## src/design/ppc_pkg.sv

```systemverilog
package ppc_pkg;

   localparam int NPORT = 4;

   // command codes of the register file
   localparam logic [7:0] CMD_MODE     = 8'h12;
   localparam logic [7:0] CMD_DISC_EN  = 8'h13;
   localparam logic [7:0] CMD_DC_EN    = 8'h14;
   localparam logic [7:0] CMD_TIMING   = 8'h16;
   localparam logic [7:0] CMD_MASK     = 8'h17;
   localparam logic [7:0] CMD_RESTART  = 8'h18;
   localparam logic [7:0] CMD_PWR_CMD  = 8'h19;

   // field positions
   localparam int MASK_GLOBAL_INTERRUPT_ENABLE_BIT  = 7;
   localparam int MASK_OSCILLATOR_FAULT_MASK_BIT = 5;
   localparam int TIM_START_LSB   = 4;
   localparam int TIM_OVERCURRENT_CUT_THRESHOLD_LSB    = 2;
   localparam int TIM_DIS_LSB     = 0;
   localparam int HI_NIB_LSB      = 4;

   // values after reset
   localparam logic [7:0] TIMING_RST = 8'h00;
   localparam logic       GLOBAL_INTERRUPT_ENABLE_RST  = 1'b1;
   localparam logic       OSCILLATOR_FAULT_MASK_RST = 1'b1;
   localparam logic [3:0] DC_DISCONNECT_ENABLE_RST   = 4'h0;
   localparam logic [7:0] RDATA_RST  = 8'h00;
   localparam logic [1:0] INIT_LOAD  = 2'h2;

   // port mode encodings
   localparam logic [1:0] MODE_OFF    = 2'h0;
   localparam logic [1:0] MODE_MANUAL = 2'h1;
   localparam logic [1:0] MODE_SEMI   = 2'h2;
   localparam logic [1:0] MODE_AUTO   = 2'h3;

   // timing
   localparam int CLK_NS        = 20;
   localparam int MS_NS         = 1000000;
   localparam int TICK_CYCLES   = MS_NS / CLK_NS;
   localparam int MPDO_MS       = 300;
   localparam int DC_HOLD_PCT   = 17;
   localparam int DC_HOLD_MS    = (MPDO_MS * DC_HOLD_PCT + 99) / 100;
   localparam int OC_UP_STEP    = 16;
   localparam int OC_DOWN_STEP  = 1;

   // per-port analog sense bundle
   typedef struct packed {
      logic ac_imp_high;
      logic dc_cur_low;
      logic over_cut;
      logic foldback;
      logic det_done;
      logic det_valid;
      logic cls_done;
   } ppc_sense_t;

   // register access from the serial management slave
   typedef struct packed {
      logic       wr;
      logic       rd;
      logic [7:0] cmd;
      logic [7:0] wdata;
   } ppc_reg_req_t;

   // start and overcurrent fault time in ms
   function automatic logic [7:0] fault_ms(input logic [1:0] sel);
      unique case (sel)
         2'h0: fault_ms = 8'h3C;
         2'h1: fault_ms = 8'h1E;
         2'h2: fault_ms = 8'h78;
         2'h3: fault_ms = 8'hF0;
      endcase
   endfunction

   // disconnect delay in ms
   function automatic logic [9:0] dis_ms(input logic [1:0] sel);
      unique case (sel)
         2'h0: dis_ms = 10'h168;
         2'h1: dis_ms = 10'h05A;
         2'h2: dis_ms = 10'h0B4;
         2'h3: dis_ms = 10'h2D0;
      endcase
   endfunction

endpackage

```

## src/design/ppc_port_timers.sv

```systemverilog
`timescale 1ns/1ns
module ppc_port_timers
   import ppc_pkg::*;
(
   // clock and reset
   input  wire logic       clk_i,
   input  wire logic       rst_n_i,
   // time base and port state
   input  wire logic       tick_i,
   input  wire logic       power_i,
   input  wire ppc_sense_t sense_i,
   // configuration
   input  wire logic       ac_en_i,
   input  wire logic       dc_en_i,
   input  wire logic [7:0] start_ms_i,
   input  wire logic [7:0] overcurrent_cut_threshold_ms_i,
   input  wire logic [9:0] dis_ms_i,
   // trips and cooldown
   output logic            start_trip_o,
   output logic            oc_trip_o,
   output logic            dis_trip_o,
   output logic            cooldown_o
);

   logic [7:0]  start_cnt_r;
   logic [7:0]  start_cnt_nxt;
   logic [11:0] oc_cnt_r;
   logic [11:0] oc_cnt_nxt;
   logic [9:0]  dis_cnt_r;
   logic [9:0]  dis_cnt_nxt;
   logic [7:0]  hold_cnt_r;
   logic [7:0]  hold_cnt_nxt;

   wire         in_start   = power_i && (start_cnt_r < start_ms_i);
   wire [11:0]  oc_limit   = {overcurrent_cut_threshold_ms_i, 4'h0};
   wire [11:0]  oc_up      = oc_cnt_r + 12'(OC_UP_STEP);
   wire         oc_inc     = tick_i && power_i && !in_start && sense_i.over_cut;
   wire         oc_dec     = tick_i && (oc_cnt_r != 12'h000) &&
                             (!power_i || (!sense_i.over_cut && !sense_i.foldback));
   wire         dc_restore = hold_cnt_r >= 8'(DC_HOLD_MS);
   wire         dis_cond   = (ac_en_i && sense_i.ac_imp_high) ||
                             (dc_en_i && sense_i.dc_cur_low);
   wire         dis_clear  = !dis_cond && (!dc_en_i || dc_restore);

   // inrush overcurrent still present when the start window closes
   assign start_trip_o = tick_i && power_i && sense_i.over_cut &&
                         (start_cnt_r == start_ms_i - 8'h01);
   assign oc_trip_o    = oc_inc && (oc_up >= oc_limit);
   // only an enabled method can raise the condition
   assign dis_trip_o   = tick_i && power_i && dis_cond &&
                         (dis_cnt_r == dis_ms_i - 10'h001);
   assign cooldown_o   = oc_cnt_r != 12'h000;

   assign start_cnt_nxt = !power_i ? 8'h00 :
                          (tick_i && in_start) ? start_cnt_r + 8'h01 : start_cnt_r;

   // up by 16 per ms, down by 1 per ms, floor at zero; keeps running while off
   assign oc_cnt_nxt = start_trip_o ? {start_ms_i, 4'h0} :
                       oc_inc ? ((oc_up >= oc_limit) ? oc_limit : oc_up) :
                       oc_dec ? oc_cnt_r - 12'(OC_DOWN_STEP) : oc_cnt_r;

   // dc current must stay above threshold for the hold time before the timer clears
   assign hold_cnt_nxt = sense_i.dc_cur_low ? 8'h00 :
                         (tick_i && !dc_restore) ? hold_cnt_r + 8'h01 : hold_cnt_r;

   assign dis_cnt_nxt = !power_i ? 10'h000 :
                        dis_clear ? 10'h000 :
                        (dis_cond && tick_i) ? dis_cnt_r + 10'h001 : dis_cnt_r;

   always_ff @(posedge clk_i or negedge rst_n_i) begin
      if (!rst_n_i) begin
         start_cnt_r <= 8'h00;
         oc_cnt_r    <= 12'h000;
         dis_cnt_r   <= 10'h000;
         hold_cnt_r  <= 8'h00;
      end else begin
         start_cnt_r <= start_cnt_nxt;
         oc_cnt_r    <= oc_cnt_nxt;
         dis_cnt_r   <= dis_cnt_nxt;
         hold_cnt_r  <= hold_cnt_nxt;
      end
   end

endmodule

```

## src/design/pse_port_control_regs.sv

```systemverilog
`timescale 1ns/1ns
module pse_port_control_regs
   import ppc_pkg::*;
#(
   parameter int TICK_CYC = TICK_CYCLES
)(
   // clock and reset
   input  wire logic                   clk_i,
   input  wire logic                   rst_n_i,
   // configuration pin
   input  wire logic                   auto_pin_i,
   // register access
   input  wire ppc_reg_req_t           reg_req_i,
   output logic [7:0]                  reg_rdata_o,
   // analog port sensing
   input  wire ppc_sense_t [NPORT-1:0] sense_i,
   input  wire logic                   osc_invalid_i,
   // interrupt source from the event logic
   input  wire logic                   int_pending_i,
   // port control
   output logic [NPORT-1:0]            port_power_o,
   output logic [NPORT-1:0]            detect_req_o,
   output logic [NPORT-1:0]            class_req_o,
   output logic [NPORT-1:0]            disconnect_fault_flag_o,
   output logic                        oscillator_fault_flag_o,
   output logic                        int_o
);

   // reset release and pin synchronisers
   logic                   rst_s1_r;
   logic                   rst_s2_r;
   logic                   auto_s1_r;
   logic                   auto_s2_r;
   logic                   osc_s1_r;
   logic                   osc_s2_r;
   ppc_sense_t [NPORT-1:0] sense_s1_r;
   ppc_sense_t [NPORT-1:0] sense_s2_r;
   logic [1:0]             init_cnt_r;
   logic [1:0]             init_cnt_nxt;

   // registers
   logic [7:0]             mode_r;
   logic [7:0]             mode_nxt;
   logic [3:0]             ac_disconnect_enable_r;
   logic [3:0]             ac_disconnect_enable_nxt;
   logic [3:0]             dc_disconnect_enable_r;
   logic [3:0]             dc_disconnect_enable_nxt;
   logic [3:0]             detection_enable_r;
   logic [3:0]             detection_enable_nxt;
   logic [3:0]             cle_r;
   logic [3:0]             cle_nxt;
   logic [7:0]             timing_r;
   logic [7:0]             timing_nxt;
   logic                   global_interrupt_enable_r;
   logic                   global_interrupt_enable_nxt;
   logic                   oscillator_fault_mask_r;
   logic                   oscillator_fault_mask_nxt;
   logic [7:0]             rdata_r;
   logic [7:0]             rdata_nxt;

   // port state
   logic [3:0]             power_r;
   logic [3:0]             power_nxt;
   logic [3:0]             disf_r;
   logic [3:0]             disf_nxt;
   logic                   oscillator_fault_flag_r;
   logic                   oscillator_fault_flag_nxt;
   logic [15:0]            tick_cnt_r;
   logic [15:0]            tick_cnt_nxt;

   wire                    rst_sync_n = rst_s2_r;
   wire                    init_done  = init_cnt_r == 2'h3;
   wire                    load_auto  = init_cnt_r == INIT_LOAD;
   wire                    tick       = tick_cnt_r == 16'(TICK_CYC - 1);

   always_ff @(posedge clk_i or negedge rst_n_i) begin
      if (!rst_n_i) begin
         rst_s1_r <= 1'b0;
         rst_s2_r <= 1'b0;
      end else begin
         rst_s1_r <= 1'b1;
         rst_s2_r <= rst_s1_r;
      end
   end

   always_ff @(posedge clk_i or negedge rst_sync_n) begin
      if (!rst_sync_n) begin
         auto_s1_r  <= 1'b0;
         auto_s2_r  <= 1'b0;
         osc_s1_r   <= 1'b0;
         osc_s2_r   <= 1'b0;
         sense_s1_r <= '0;
         sense_s2_r <= '0;
      end else begin
         auto_s1_r  <= auto_pin_i;
         auto_s2_r  <= auto_s1_r;
         osc_s1_r   <= osc_invalid_i;
         osc_s2_r   <= osc_s1_r;
         sense_s1_r <= sense_i;
         sense_s2_r <= sense_s1_r;
      end
   end

   // register decode
   wire       wr_ok      = reg_req_i.wr && init_done;
   wire       wr_mode    = wr_ok && (reg_req_i.cmd == CMD_MODE);
   wire       wr_disc    = wr_ok && (reg_req_i.cmd == CMD_DISC_EN);
   wire       wr_dcen    = wr_ok && (reg_req_i.cmd == CMD_DC_EN);
   wire       wr_timing  = wr_ok && (reg_req_i.cmd == CMD_TIMING);
   wire       wr_mask    = wr_ok && (reg_req_i.cmd == CMD_MASK);
   wire       wr_restart = wr_ok && (reg_req_i.cmd == CMD_RESTART);
   wire       wr_pwr     = wr_ok && (reg_req_i.cmd == CMD_PWR_CMD);
   wire [7:0] wd         = reg_req_i.wdata;
   wire [3:0] wd_hi      = wd[HI_NIB_LSB +: 4];
   wire [3:0] wd_lo      = wd[3:0];

   // write-only registers act as one-cycle strobes and store nothing
   wire [3:0] rst_cls    = wr_restart ? wd_hi : 4'h0;
   wire [3:0] rst_det    = wr_restart ? wd_lo : 4'h0;
   wire [3:0] cmd_off    = wr_pwr ? wd_hi : 4'h0;
   wire [3:0] cmd_on     = wr_pwr ? wd_lo : 4'h0;

   // shared timing selections
   wire [7:0] start_ms   = fault_ms(timing_r[TIM_START_LSB +: 2]);
   wire [7:0] overcurrent_cut_threshold_ms    = fault_ms(timing_r[TIM_OVERCURRENT_CUT_THRESHOLD_LSB +: 2]);
   wire [9:0] dis_dly_ms = dis_ms(timing_r[TIM_DIS_LSB +: 2]);

   // per-port mode decode and power control
   logic [3:0] is_off;
   logic [3:0] is_manual;
   logic [3:0] is_auto;
   logic [3:0] start_trip;
   logic [3:0] oc_trip;
   logic [3:0] dis_trip;
   logic [3:0] cooldown;
   logic [3:0] off_evt;
   logic [3:0] on_evt;

   for (genvar p = 0; p < NPORT; p++) begin : g_port
      wire [1:0] pm = mode_r[2*p +: 2];

      assign is_off[p]    = pm == MODE_OFF;
      assign is_manual[p] = pm == MODE_MANUAL;
      assign is_auto[p]   = pm == MODE_AUTO;

      // off wins when both commands land in one write
      assign off_evt[p] = is_off[p] || cmd_off[p] ||
                          start_trip[p] || oc_trip[p] || dis_trip[p];
      // only auto mode powers on by itself after a valid classified load
      assign on_evt[p]  = cmd_on[p] ||
                          (is_auto[p] && sense_s2_r[p].cls_done &&
                           sense_s2_r[p].det_valid);

      ppc_port_timers u_timers (
         .clk_i        (clk_i),
         .rst_n_i      (rst_sync_n),
         .tick_i       (tick),
         .power_i      (power_r[p]),
         .sense_i      (sense_s2_r[p]),
         .ac_en_i      (ac_disconnect_enable_r[p]),
         .dc_en_i      (dc_disconnect_enable_r[p]),
         .start_ms_i   (start_ms),
         .overcurrent_cut_threshold_ms_i    (overcurrent_cut_threshold_ms),
         .dis_ms_i     (dis_dly_ms),
         .start_trip_o (start_trip[p]),
         .oc_trip_o    (oc_trip[p]),
         .dis_trip_o   (dis_trip[p]),
         .cooldown_o   (cooldown[p])
      );
   end

   // power on refused while the fault counter cools down
   assign power_nxt = (power_r & ~off_evt) |
                      (on_evt & ~off_evt & ~cooldown);

   // set wins over the clear by a power-off command
   assign disf_nxt  = (disf_r & ~cmd_off) | dis_trip;

   // manual completion clears its own bit; restart sets wins over clears
   wire [3:0] det_clr = (is_manual & {sense_s2_r[3].det_done, sense_s2_r[2].det_done,
                                      sense_s2_r[1].det_done, sense_s2_r[0].det_done})
                        | cmd_off;
   wire [3:0] cls_clr = (is_manual & {sense_s2_r[3].cls_done, sense_s2_r[2].cls_done,
                                      sense_s2_r[1].cls_done, sense_s2_r[0].cls_done})
                        | cmd_off;

   assign detection_enable_nxt = load_auto ? {4{auto_s2_r}} :
                     ((wr_dcen ? wd_lo : detection_enable_r) & ~det_clr) | rst_det;
   assign cle_nxt  = load_auto ? {4{auto_s2_r}} :
                     ((wr_dcen ? wd_hi : cle_r) & ~cls_clr) | rst_cls;

   assign mode_nxt   = load_auto ? {8{auto_s2_r}} :
                       wr_mode ? wd : mode_r;
   assign ac_disconnect_enable_nxt   = load_auto ? {4{auto_s2_r}} :
                       wr_disc ? wd_hi : ac_disconnect_enable_r;
   assign dc_disconnect_enable_nxt   = wr_disc ? wd_lo : dc_disconnect_enable_r;
   assign timing_nxt = wr_timing ? wd : timing_r;
   assign global_interrupt_enable_nxt  = wr_mask ? wd[MASK_GLOBAL_INTERRUPT_ENABLE_BIT] : global_interrupt_enable_r;
   assign oscillator_fault_mask_nxt = wr_mask ? wd[MASK_OSCILLATOR_FAULT_MASK_BIT] : oscillator_fault_mask_r;

   // masked oscillator never raises the flag
   assign oscillator_fault_flag_nxt = oscillator_fault_mask_r && osc_s2_r;

   assign init_cnt_nxt = init_done ? init_cnt_r : init_cnt_r + 2'h1;
   assign tick_cnt_nxt = tick ? 16'h0000 : tick_cnt_r + 16'h0001;

   // read mux; write-only and unmapped codes read zero
   logic [7:0] rd_mux;
   always_comb begin
      unique case (reg_req_i.cmd)
         CMD_MODE:    rd_mux = mode_r;
         CMD_DISC_EN: rd_mux = {ac_disconnect_enable_r, dc_disconnect_enable_r};
         CMD_DC_EN:   rd_mux = {cle_r, detection_enable_r};
         CMD_TIMING:  rd_mux = {2'h0, timing_r[5:0]};
         CMD_MASK:    rd_mux = {global_interrupt_enable_r, 1'b0, oscillator_fault_mask_r, 5'h00};
         default:     rd_mux = 8'h00;
      endcase
   end
   assign rdata_nxt = reg_req_i.rd ? rd_mux : rdata_r;

   always_ff @(posedge clk_i or negedge rst_sync_n) begin
      if (!rst_sync_n) begin
         init_cnt_r <= 2'h0;
         mode_r     <= 8'h00;
         ac_disconnect_enable_r     <= 4'h0;
         dc_disconnect_enable_r     <= DC_DISCONNECT_ENABLE_RST;
         detection_enable_r     <= 4'h0;
         cle_r      <= 4'h0;
         timing_r   <= TIMING_RST;
         global_interrupt_enable_r    <= GLOBAL_INTERRUPT_ENABLE_RST;
         oscillator_fault_mask_r   <= OSCILLATOR_FAULT_MASK_RST;
         rdata_r    <= RDATA_RST;
      end else begin
         init_cnt_r <= init_cnt_nxt;
         mode_r     <= mode_nxt;
         ac_disconnect_enable_r     <= ac_disconnect_enable_nxt;
         dc_disconnect_enable_r     <= dc_disconnect_enable_nxt;
         detection_enable_r     <= detection_enable_nxt;
         cle_r      <= cle_nxt;
         timing_r   <= timing_nxt;
         global_interrupt_enable_r    <= global_interrupt_enable_nxt;
         oscillator_fault_mask_r   <= oscillator_fault_mask_nxt;
         rdata_r    <= rdata_nxt;
      end
   end

   always_ff @(posedge clk_i or negedge rst_sync_n) begin
      if (!rst_sync_n) begin
         power_r    <= 4'h0;
         disf_r     <= 4'h0;
         oscillator_fault_flag_r     <= 1'b0;
         tick_cnt_r <= 16'h0000;
      end else begin
         power_r    <= power_nxt;
         disf_r     <= disf_nxt;
         oscillator_fault_flag_r     <= oscillator_fault_flag_nxt;
         tick_cnt_r <= tick_cnt_nxt;
      end
   end

   assign reg_rdata_o             = rdata_r;
   assign port_power_o            = power_r;
   assign disconnect_fault_flag_o = disf_r;
   assign oscillator_fault_flag_o = oscillator_fault_flag_r;
   // no port is serialised against another, so all may classify at once
   assign detect_req_o = detection_enable_r & ~is_off & ~power_r;
   assign class_req_o  = cle_r & ~is_off & ~power_r;
   assign int_o        = global_interrupt_enable_r && int_pending_i;

endmodule

```

## config.mk

```make
export PLATFORM = sky130hd
export DESIGN_NAME = pse_port_control_regs
export DESIGN_NICKNAME = d
export VERILOG_FILES = /design/src/design/ppc_pkg.sv /design/src/design/ppc_port_timers.sv /design/src/design/pse_port_control_regs.sv
export SDC_FILE = /design/constraint.sdc
export NUM_CORES = 1
export LEC_CHECK = 0
export BUFFER_PORTS_ARGS = -buffer_cell sky130_fd_sc_hd__clkbuf_2
export CORE_MARGIN = 8
export CORE_UTILIZATION = 50
export CTS_BUF_LIST = sky130_fd_sc_hd__clkbuf_2 sky130_fd_sc_hd__clkbuf_4 sky130_fd_sc_hd__clkbuf_8
export CTS_CLUSTER_DIAMETER = 30
export DETAILED_ROUTE_END_ITERATION = 8
export PLACE_DENSITY = 0.7
export REMOVE_ABC_BUFFERS = 1
export SYNTH_ARGS = -nofsm -noshare
export SYNTH_HDL_FRONTEND = slang
export SYNTH_SLANG_ARGS = --single-unit
```

## constraint.sdc

```tcl
create_clock -name clk_i -period 7.86 [get_ports clk_i]
set_input_delay 1.572 -clock clk_i [delete_from_list [all_inputs] [get_ports clk_i]]
set_output_delay 1.572 -clock clk_i [all_outputs]
set_load 0.02 [all_outputs]
```

==> flow_summary.toml, run 1 <==
[run_status]
status = "finished, final reports clean"

[synth]
yosys.area.top_type = "dfrtp_1"
syn_area_per_cell_um2 = 9.433
synth_area_um2 = 15860
netlist_top_cells_area = "dfrtp_1 44%, ha_1 6.0%, xor2_1 4.1%"
yosysUniqueCellTypes = 88
async_reset_ff_share_pct = 100.0
synth_top_area_share_pct = 44.03
ys_seq_area_share_pct = 44.36
ys_warn_count = 0
ys.flop_type = "dfrtp_1"
synth_seq_cells = 281
synth-edff-count = 0
netlist_instances = 1681

[power_and_ir_drop]
p_clk_share_pct = 54.7
net-switching-power_w = 0.0008202
power.leakage_nw = 8.131
power_w = 0.003599
peakVddDrop_mv = 0.1779
pwr-share-seq_pct = 42.1
combPwrFrac_pct = 3.2
swShare_pct = 22.79
p_int_w = 0.002779
p_per_area_nw_per_um2 = 199.5

[timing]
rsz0062_at_grt = "false"
fin_worst_skew_ns = 0.03047
max_slew_margin_pct = 19.05
fmax_mhz = 249.2
hold_violations = 0
holdWs_ns = 0.3361
finalSetupViolations = 0
min_period_over_period_pct = 51.05
maxSlewViolCount = 0
fin_crit_ns = 4.012
tightest_slew_ns = 1.212
layout_setup_ws_ns = 3.848

[placement]
gp_congestion = 0.9188
dp_cells = 2081
dpl.hpwl_um = 28150
dp_worst_setup_slack_ns = 3.762
placed_area_um2 = 16470
portBuffers = 76

[global_routing]
track_usage_pct = 21.29
antenna_found_initial = 0
grt_pass1_wl_um = 66610
grt_pass1_vias = 12810
grt_max_degree = 174
gr-total-overflow = 0

[clock_network]
cts_buffer_depth = 3
cts_tree = "built"
ctsHoldBuffers = 0
path_clk_slew_ns = 0.06
clock_latency_ns = 0.58
htree_levels = 3
cts_resized = 0
cts_buffers = 66
root_buffer = "clkbuf_8"
postCtsSetupBuffers = 0
clkSinkCount = 281

[critical_path]
end_kind = "flop"
crit_arrival_ns = 4.44
reg2reg_depth = 10
reg2reg_to = "g_port[0].u_timers.oc_cnt_r[10]"
crit_chain = "and2_1 > inv_1 > ha_1 > and2_0 > a221o_1 > a2111o_1 > nand2_1 > mux2_2 > a211oi_1 > o31ai_1"
slowest_stage = "dfrtp_1"
reg2reg_from = "timing_r[3]"
endpoint = "g_port[0].u_timers.oc_cnt_r[10]"
worst-path-max-fanout = 18
ff2ff_setup_slack_ns = 3.85
cp-startpoint = "timing_r[3]"
path_class = "flop to flop"
startpoint_type = "flop"
cp.required_ns = 8.29
cp_slowest_stage_delay_ns = 0.83

[layout]
finalInstanceArea_um2 = 18040
antenna_cells = 0
instances_no_fill = 2200
area_growth_pct = 13.75
drive_gt1_share_pct = 13.68
fillers = 2722
nets = 1874

[floorplan]
die_x_um = 194.1
num_rows = 65
ios = 77
fp.dieH_um = 194.1
start_util_pct = 50.51
die_area_um2 = 37670
design.core.area_um2 = 31390

[hold_path]
worstHoldPathType = "flop to flop"

[detailed_routing]
drtPass1Iterations = 7
num_vias = 13110
ant_nets = 0
route.detailed.drc = 0
drtIter0Drc = 1040
wl_um = 40460
viasPerCell = 5.959
routedWlPerCell_um = 18.39

[job]
maxCapViolations = 0
[routing by layer]
metal | share of wire [%] | global-route usage (%) | wire length (um) | up-vias
met2 | 45 | 32.89 | 18090 | 551
li1 | - | - | - | 6145
met4 | 3.5 | 9.024 | 1404 | 0
met3 | 8.0 | 5.241 | 3226 | 109
met5 | 0 | 0 | 0 | -
met1 | 44 | 28.19 | 17730 | 6304
[critical path: cells and delay by family, from the launching register on]
kind,cells,cell delay [ns]
buf+inv,1,0.27
compound gates,4,0.98
mux,1,0.39
flops,1,0.83
simple gates,3,1.05
fa+ha+maj,1,0.36
[kinds of logic (layout without fill, tap and decap cells)]
logic type,after synthesis,count (layout),share of synthesized area [%]
AOI/OAI and AO/OA,320,320,13.30
buffers and inverters,143,260,3.606
xor gates and xnor gates,143,143,7.899
muxes,47,47,3.188
adders and majority gates,77,77,6.060
other,1,1,0.02365
and+or+nand+nor,669,669,21.56
DFF,281,281,44.36
[synthesized netlist by cell type (31+ instances only)]
cell type / n
nand3_1: 68
nand2_1: 154
o21ai_0: 73
a21oi_1: 83
nor2_1: 161
xor2_1: 75
clkbuf_1: 70
dfrtp_1: 279
ha_1: 76
and2_1: 41
and3_1: 31
nand4_1: 53
inv_1: 56
xnor2_1: 68
[flip-flops by register name (all words and copies together) (netlist names), 6 cells and up]
name and cells:
g_port.u_timers.dis_cnt_r 40, g_port.u_timers.hold_cnt_r 32, g_port.u_timers.oc_cnt_r 48, g_port.u_timers.start_cnt_r 32
mode_r 8, reg_rdata_o 8, sense_s1_r 28, sense_s2_r 28
tick_cnt_r 16, timing_r 6
[power groups by stage]
stage / Sequential [W] / Combinational, W / Clock (W)
global placement: 0.00154 / 0.000112 / 0
global route: 0.00152 / 0.000127 / 0.00209
detailed placement: 0.00154 / 0.000114 / 0
CTS: 0.00151 / 0.000115 / 0.00202
finish: 0.00152 / 0.000114 / 0.00197
floorplan: 0.00154 / 0.0000468 / 0
[worst min path at each step]
stage / start / endpoint / slack [ns] / cells past startpoint
after detailed placement: sense_s1_r[11] / sense_s2_r[11] / 0.34 / 0
after global placement: sense_s1_r[0] / sense_s2_r[0] / 0.33 / 0
after floorplan: auto_s1_r / auto_s2_r / 0.33 / 0
after CTS: sense_s1_r[22] / sense_s2_r[22] / 0.34 / 0
after global routing: auto_s1_r / auto_s2_r / 0.35 / 0
final: auto_s1_r / auto_s2_r / 0.34 / 0
[cell type report]
class	count	area, um^2	area share, %
clock buffer	84	1106	6.133
clock inverter	35	461.7	2.560
inverter	56	210.2	1.165
multi-input combinational	1257	8257	45.78
sequential	281	7038	39.02
tap	402	503.0	2.789
timing repair buffer	85	460.4	2.553
[metrics by stage]
stage	setup TNS [ns]	utilization, %
6_report	0	57.45
5_1_grt	0	57.45
4_1_cts	0	57.45
3_5_place_dp	0	52.46
3_3_place_gp	0	52.46
2_1_floorplan	-151.68	-
[cell usage in the layout (no fill, tap or decap), drive strengths merged, types with 17 or more instances in the layout]
cell and n:
a21oi 85, xor2 75, dfrtp 279, nor3 30, inv 57, mux2i 28
ha 76, o21ai 74, nand3 68, nand4 53, nor2 162, mux2 18
or3 17, clkbuf 160, and2 42, xnor2 68, a31oi 19, nor3b 20
and3 31, nand2 154, nor4 18, nor2b 21
(Power assumes the default switching activity.)
==> inputs of run 2 (changes only) <==
Settings changed: ABC_AREA set to 1, PLACE_DENSITY 0.7 to 0.67.
Clock period 7.86 ns to 3.93 ns, I/O delays scaled along.
==> run 2 against run 1 <==
Flip-flop and latch count is the same. Clock skew is 0.014 ns higher. Maximum frequency is 31% higher. Register-to-register slack got worse by 3.0 ns. Die area rose by 6.0%. Count of clock-buffer cells in the layout is 8 higher. First-iteration DRC count grew 26%. Design area up 8.7%. Synthesized area is 6.6% higher. Critical path depth grew 5. Critical path type unchanged.
==> flow_summary.toml, run 2 <==
[run_status]
status = "finished, final reports clean"

[timing]
layout_setup_ws_ns = 0.8591
maxSlewViolCount = 0
hold_violations = 0
rsz0062_at_grt = "false"
fin_worst_skew_ns = 0.04440
max_slew_margin_pct = 46.81
fmax_mhz = 325.6
fin_crit_ns = 3.071
finalSetupViolations = 0
min_period_over_period_pct = 78.14
tightest_slew_ns = 0.7949
setup_tns_ns = 0

[placement]
dp_worst_setup_slack_ns = 0.9302
placed_area_um2 = 17800
gp_congestion = 0.9548
dp_cells = 2741
dpl.hpwl_um = 34680
portBuffers = 76

[detailed_routing]
num_vias = 15560
routedWlPerCell_um = 16.27
viasPerCell = 5.429
route.detailed.drc = 0
drtIter0Drc = 1314
ant_nets = 0
drtPass1Iterations = 6
wl_um = 46650

[synth]
ys.flop_type = "dfrtp_1"
netlist_top_cells_area = "dfrtp_1 41%, nand2_1 11%, inv_1 7.4%"
async_reset_ff_share_pct = 100.0
yosysMostFrequentCell = "nand2_1"
ys_warn_count = 0
synth_commonest_cells = "517 x nand2_1, 332 x inv_1, 279 x dfrtp_1"
synth_top_area_share_pct = 41.31
synth-edff-count = 0
synth_seq_cells = 281
syn_area_per_cell_um2 = 7.562
netlist_instances = 2235
synth_area_um2 = 16900
ys_seq_area_share_pct = 41.62
yosysUniqueCellTypes = 55
yosys.area.top_type = "dfrtp_1"

[layout]
final_common_cell = "nand2_1"
final_cell_mix = "517 x nand2_1, 332 x inv_1, 278 x dfrtp_1"
fillers = 3079
seqCellArea_um2 = 7038
reg.largest.list = "g_port.u_timers.oc_cnt_r x48, g_port.u_timers.dis_cnt_r x40"
instances_no_fill = 2867
finalInstanceArea_um2 = 19600
largest_register = "g_port.u_timers.oc_cnt_r"
nets = 2494
largest_reg_flops = 48
drive_gt1_share_pct = 11.86
area_growth_pct = 15.95
multi_input_area_um2 = 8364
antenna_cells = 0

[critical_path]
ff2ff_setup_slack_ns = 0.86
reg2reg_to = "g_port[1].u_timers.oc_cnt_r[2]"
worst-path-max-fanout = 11
reg2reg_depth = 15
cp.required_ns = 4.49
reg2reg_from = "timing_r[4]"
cp-startpoint = "timing_r[4]"
crit_arrival_ns = 3.63
end_kind = "flop"
path_class = "flop to flop"
endpoint = "g_port[1].u_timers.oc_cnt_r[2]"
startpoint_type = "flop"

[clock_network]
clock_latency_ns = 0.64
root_buffer = "clkbuf_8"
htree_levels = 3
path_clk_slew_ns = 0.06
cts_resized = 0
postCtsSetupBuffers = 0
cts_tree = "built"
clkSinkCount = 281
cts_buffers = 71
cts_buffer_depth = 3

[floorplan]
ios = 77
design.core.area_um2 = 33450
die_area_um2 = 39940
fp.dieH_um = 199.9
die_x_um = 199.9
num_rows = 67
start_util_pct = 50.53

[global_routing]
grt_max_degree = 92
grt_pass1_wl_um = 77040
grt_pass1_vias = 15200
antenna_found_initial = 0
track_usage_pct = 24.00
gr-total-overflow = 0

[hold_path]
worstHoldPathType = "input pin to flop"

[power_and_ir_drop]
p_per_area_nw_per_um2 = 395.4
power_w = 0.007749
peakVddDrop_mv = 0.4091
power.leakage_nw = 9.563

[job]
maxCapViolations = 0
-- run 2: cell types whose count changed in the layout (fill, tap and decap cells not counted), sizes merged, moves of 18 or more --
cell / before / now
nand2: 154 / 530
inv: 57 / 352
nand3: 68 / 194
nor2: 162 / 231
xnor2: 68 / 11
o21ai: 74 / 123
and2: 42 / 0
nor3: 30 / 72
and3: 31 / 3
o22ai: 14 / 42
mux2i: 28 / 2
nor2b: 21 / 0
mux2: 18 / 0
-- run 2: logic make-up (layout without fill, tap and decap cells) --
group / Yosys count / in the layout / synth area share [%]
buffers and inverters: 384 / 568 / 8.891
AOI/OAI and AO/OA: 305 / 305 / 10.36
DFF: 281 / 281 / 41.62
and+or+nand+nor: 1093 / 1093 / 28.55
muxes: 2 / 2 / 0.1185
other: 1 / 1 / 0.02219
xor gates and xnor gates: 93 / 93 / 4.819
adders and majority gates: 76 / 76 / 5.626
-- run 2: worst min path at each step --
stage | startpoint | end | slack, ns | cells after the start
after floorplan | auto_s1_r | auto_s2_r | 0.33 | 0
after global placement | rst_s2_r | g_port[1].u_timers.oc_cnt_r[3] | 0.31 | 0
after detailed placement | rst_s2_r | init_cnt_r[1] | 0.32 | 0
after CTS | sense_i[13] | sense_s1_r[13] | 0.22 | 1
after global routing | sense_i[8] | sense_s1_r[8] | 0.22 | 1
final | sense_i[4] | sense_s1_r[4] | 0.26 | 1
-- run 2: metal layers --
layer  vias up  GRT usage (%)  routed length, um
li1       7560              -                  -
met1      7361          32.54              21290
met2       543          36.88              20590
met3       100          5.834               3393
met4         0          9.128               1373
met5         -              0                  0
-- run 2: what timing repair did --
| action | in CTS | in global routing |
|---|---|---|
| setup endpoints to repair | 0 | 0 |
| hold buffers | 1 | 0 |
| hold endpoints to repair | 2 | 0 |
-- run 2: worst max-delay path, stage by stage, from the launching register on --
cell and delay, ns:
dfrtp_1 0.67, inv_2 0.16, nor2_1 0.49, ha_1 0.22
nand2_1 0.06, a21oi_2 0.10, nand2_1 0.06, nand2_1 0.06
nand2_1 0.05, nand2_1 0.12, inv_2 0.06, nor2_1 0.56
nand3_1 0.15, nand2_1 0.12, nand2_1 0.05, nand2_1 0.05
-- run 2: per-stage QoR --
step / hold slack [ns] / utilization, %
CTS: 0.2174 / 58.59
global placement: 0.3126 / 53.23
floorplan: 0.3312 / -
global route: 0.2206 / 58.59
finish: 0.2598 / 58.59
detailed placement: 0.3223 / 53.23
-- run 2: cell type report --
cell class,count,share of cell area (%)
well taps,448,2.860
inverters,353,6.768
clock buffers,92,6.270
repair buffers,90,2.682
multi-input cells,1570,42.68
flip-flops and latches,281,35.91
clock inverters,33,2.822
-- run 2: power breakdown --
part	internal (W)	total [W]	switching, W
clock network	0.00293	0.00445	0.00153
registers	0.00296	0.00301	0.0000546
logic	0.0000840	0.000282	0.000198
==> inputs of run 3 (changes only) <==
Settings changed: PLACE_DENSITY 0.67 to 0.7.
Clock period 3.93 ns to 2.6 ns, I/O delays scaled along.
==> run 3 against run 2 <==
Core utilization grew 2.4 points. Hold slack got worse by 0.22 ns. Via count grew 2.3%. Register-to-register slack lost 0.75 ns. Sequential power is 51% higher. Routed wire length rose by 2.0%. Critical path depth is 2 lower. Count of clock-buffer cells in the layout is 6 lower. Maximum frequency increased by 23%. Combinational power increased by 71%. Critical endpoint is now g_port[2].u_timers.oc_cnt_r[4].
==> flow_summary.toml, run 3 (synthesis gave the netlist of run 2 again) <==
[timing]
holdWs_ns = 0.04087
layout_setup_ws_ns = 0.1107
fin_worst_skew_ns = 0.02897
tightest_slew_ns = 0.6029
hold_violations = 0
fmax_mhz = 401.7
max_slew_margin_pct = 59.39
maxSlewViolCount = 0
fin_crit_ns = 2.489
finalSetupViolations = 0
min_period_over_period_pct = 95.74

[detailed_routing]
drtIter0Drc = 1335
wl_um = 47600
num_vias = 15920
route.detailed.drc = 0
wl_met1_um = 21350
dr_wl_met2_um = 21360
wl_met3_um = 3428
ant_nets = 0
viasPerCell = 5.376
routedWlPerCell_um = 16.08
drtPass1Iterations = 5
top_layer = "met4"

[clock_network]
path_clk_slew_ns = 0.05
cts_buffer_depth = 3
clkSinkCount = 281
cts_buffers = 69
cts_tree = "built"
root_buffer = "clkbuf_8"
htree_levels = 3
clock_latency_ns = 0.61

[critical_path]
slowest_stage = "dfrtp_1"
crit_chain = "ha_2 > nand3_2 > nand3b_1 > xor2_2 > inv_1 > ha_1 > a21o_1 > a21oi_2 > nand2_2 > buf_4 > a21oi_1 > nand2_1 > nand2_1"
end_kind = "flop"
cp.required_ns = 3.13
ff2ff_setup_slack_ns = 0.11
worst-path-max-fanout = 6
crit_arrival_ns = 3.02
reg2reg_from = "g_port[2].u_timers.oc_cnt_r[5]"
cp_slowest_stage_delay_ns = 0.35
reg2reg_to = "g_port[2].u_timers.oc_cnt_r[4]"
cpMostUsedCell = "nand2_1"
startpoint_type = "flop"
reg2reg_depth = 13
path_class = "flop to flop"

[floorplan]
design.core.area_um2 = 33450
fp.dieH_um = 199.9
start_util_pct = 50.53
die_area_um2 = 39940
die_x_um = 199.9
num_rows = 67
ios = 77

[global_routing]
grt_max_degree = 99
gr-total-overflow = 0
grt_pass1_vias = 15800
track_usage_pct = 24.42
grt_pass1_wl_um = 78920
antenna_found_initial = 0

[layout]
final_cell_mix = "511 x nand2_1, 329 x inv_1, 274 x dfrtp_1"
multi_input_area_um2 = 8521
fillers = 2948
reg.largest.list = "g_port.u_timers.oc_cnt_r x48, g_port.u_timers.dis_cnt_r x40"
area_growth_pct = 20.78
largest_register = "g_port.u_timers.oc_cnt_r"
nets = 2587
antenna_cells = 0
drive_gt1_share_pct = 15.76
final_common_cell = "nand2_1"
seqCellArea_um2 = 7043
largest_reg_flops = 48

[placement]
dp_worst_setup_slack_ns = -0.06199
dpl.hpwl_um = 35580
portBuffers = 76
gp_congestion = 0.9583

[hold_path]
whs_endpoint = "sense_s1_r[8]"
worstHoldPathCells = 1
worstHoldPathType = "input pin to flop"
min-delay-start = "sense_i[8]"

[power_and_ir_drop]
power.leakage_nw = 9.963
peakVddDrop_mv = 0.7046
p_per_area_nw_per_um2 = 556.7

[job]
maxCapViolations = 0

[run_status]
status = "finished, final reports clean"
run 3: what timing repair did:
| item | CTS | global route |
|---|---|---|
| resized for setup | 2 | 37 |
| setup buffers | 1 | 9 |
| hold buffers | 19 | 0 |
| hold endpoints to repair | 20 | 0 |
| setup endpoints to repair | 8 | 50 |
| pin swaps | 1 | 11 |
run 3: metrics by stage:
step / cell area [um^2] / power, W / cells / utilization, % / TNS [ns]
after floorplan: 16720 / 0.004850 / 2204 / - / -1615.67
after detailed placement: 18320 / 0.005069 / 2808 / 54.77 / -0.2804
after global placement: 18320 / 0.005056 / 2808 / 54.77 / 0
after global routing: 20410 / 0.01179 / 2961 / 61.03 / -0.2484
after CTS: 20190 / 0.01147 / 2952 / 60.37 / 0
final: 20410 / 0.01136 / 2961 / 61.03 / 0
run 3: worst max path at each step:
stage	from	endpoint	slack (ns)	cells after the start
2_1_floorplan	rst_s2_r	ac_disconnect_enable_r[0]	-5.81	0
3_3_place_gp	g_port[1].u_timers.oc_cnt_r[5]	g_port[1].u_timers.oc_cnt_r[2]	0.07	15
3_5_place_dp	g_port[1].u_timers.oc_cnt_r[5]	port_power_o[1]	-0.06	13
4_1_cts	g_port[1].u_timers.oc_cnt_r[5]	g_port[1].u_timers.oc_cnt_r[4]	0.02	17
5_1_grt	g_port[1].u_timers.oc_cnt_r[6]	g_port[1].u_timers.oc_cnt_r[6]	-0.05	16
6_report	g_port[2].u_timers.oc_cnt_r[5]	g_port[2].u_timers.oc_cnt_r[4]	0.11	13
run 3: per-layer routing:
metal / global-route usage, % / vias up
met1: 32.83 / 7458
met3: 4.845 / 103
met5: 0 / -
met2: 38.49 / 611
li1: - / 7745
met4: 9.700 / 0
run 3: where the power goes:
| group | leakage, nW | switching [W] | total (W) | internal [W] |
|---|---|---|---|---|
| Combinational | 5.49 | 0.000323 | 0.000481 | 0.000158 |
| Sequential | 3.63 | 0.0000732 | 0.00454 | 0.00447 |
| Clock | 0.834 | 0.00225 | 0.00634 | 0.00409 |
| Total | 9.96 | 0.00265 | 0.0114 | 0.00872 |
run 3: cell type report:
| class | count | area share, % |
|---|---|---|
| inverters | 353 | 6.497 |
| clock buffers | 86 | 5.523 |
| repair buffers | 185 | 6.350 |
| multi-input cells | 1570 | 41.74 |
| clock inverters | 38 | 2.642 |
| well taps | 448 | 2.746 |
| flip-flops and latches | 281 | 34.50 |
run 3: critical path, delay by kind of cell (launching register included):
family	cells	cell delay, ns
xor+xnor	1	0.22
buf+inv	2	0.24
simple gates	5	0.55
compound gates	3	0.57
flops	1	0.35
fa+ha+maj	2	0.49
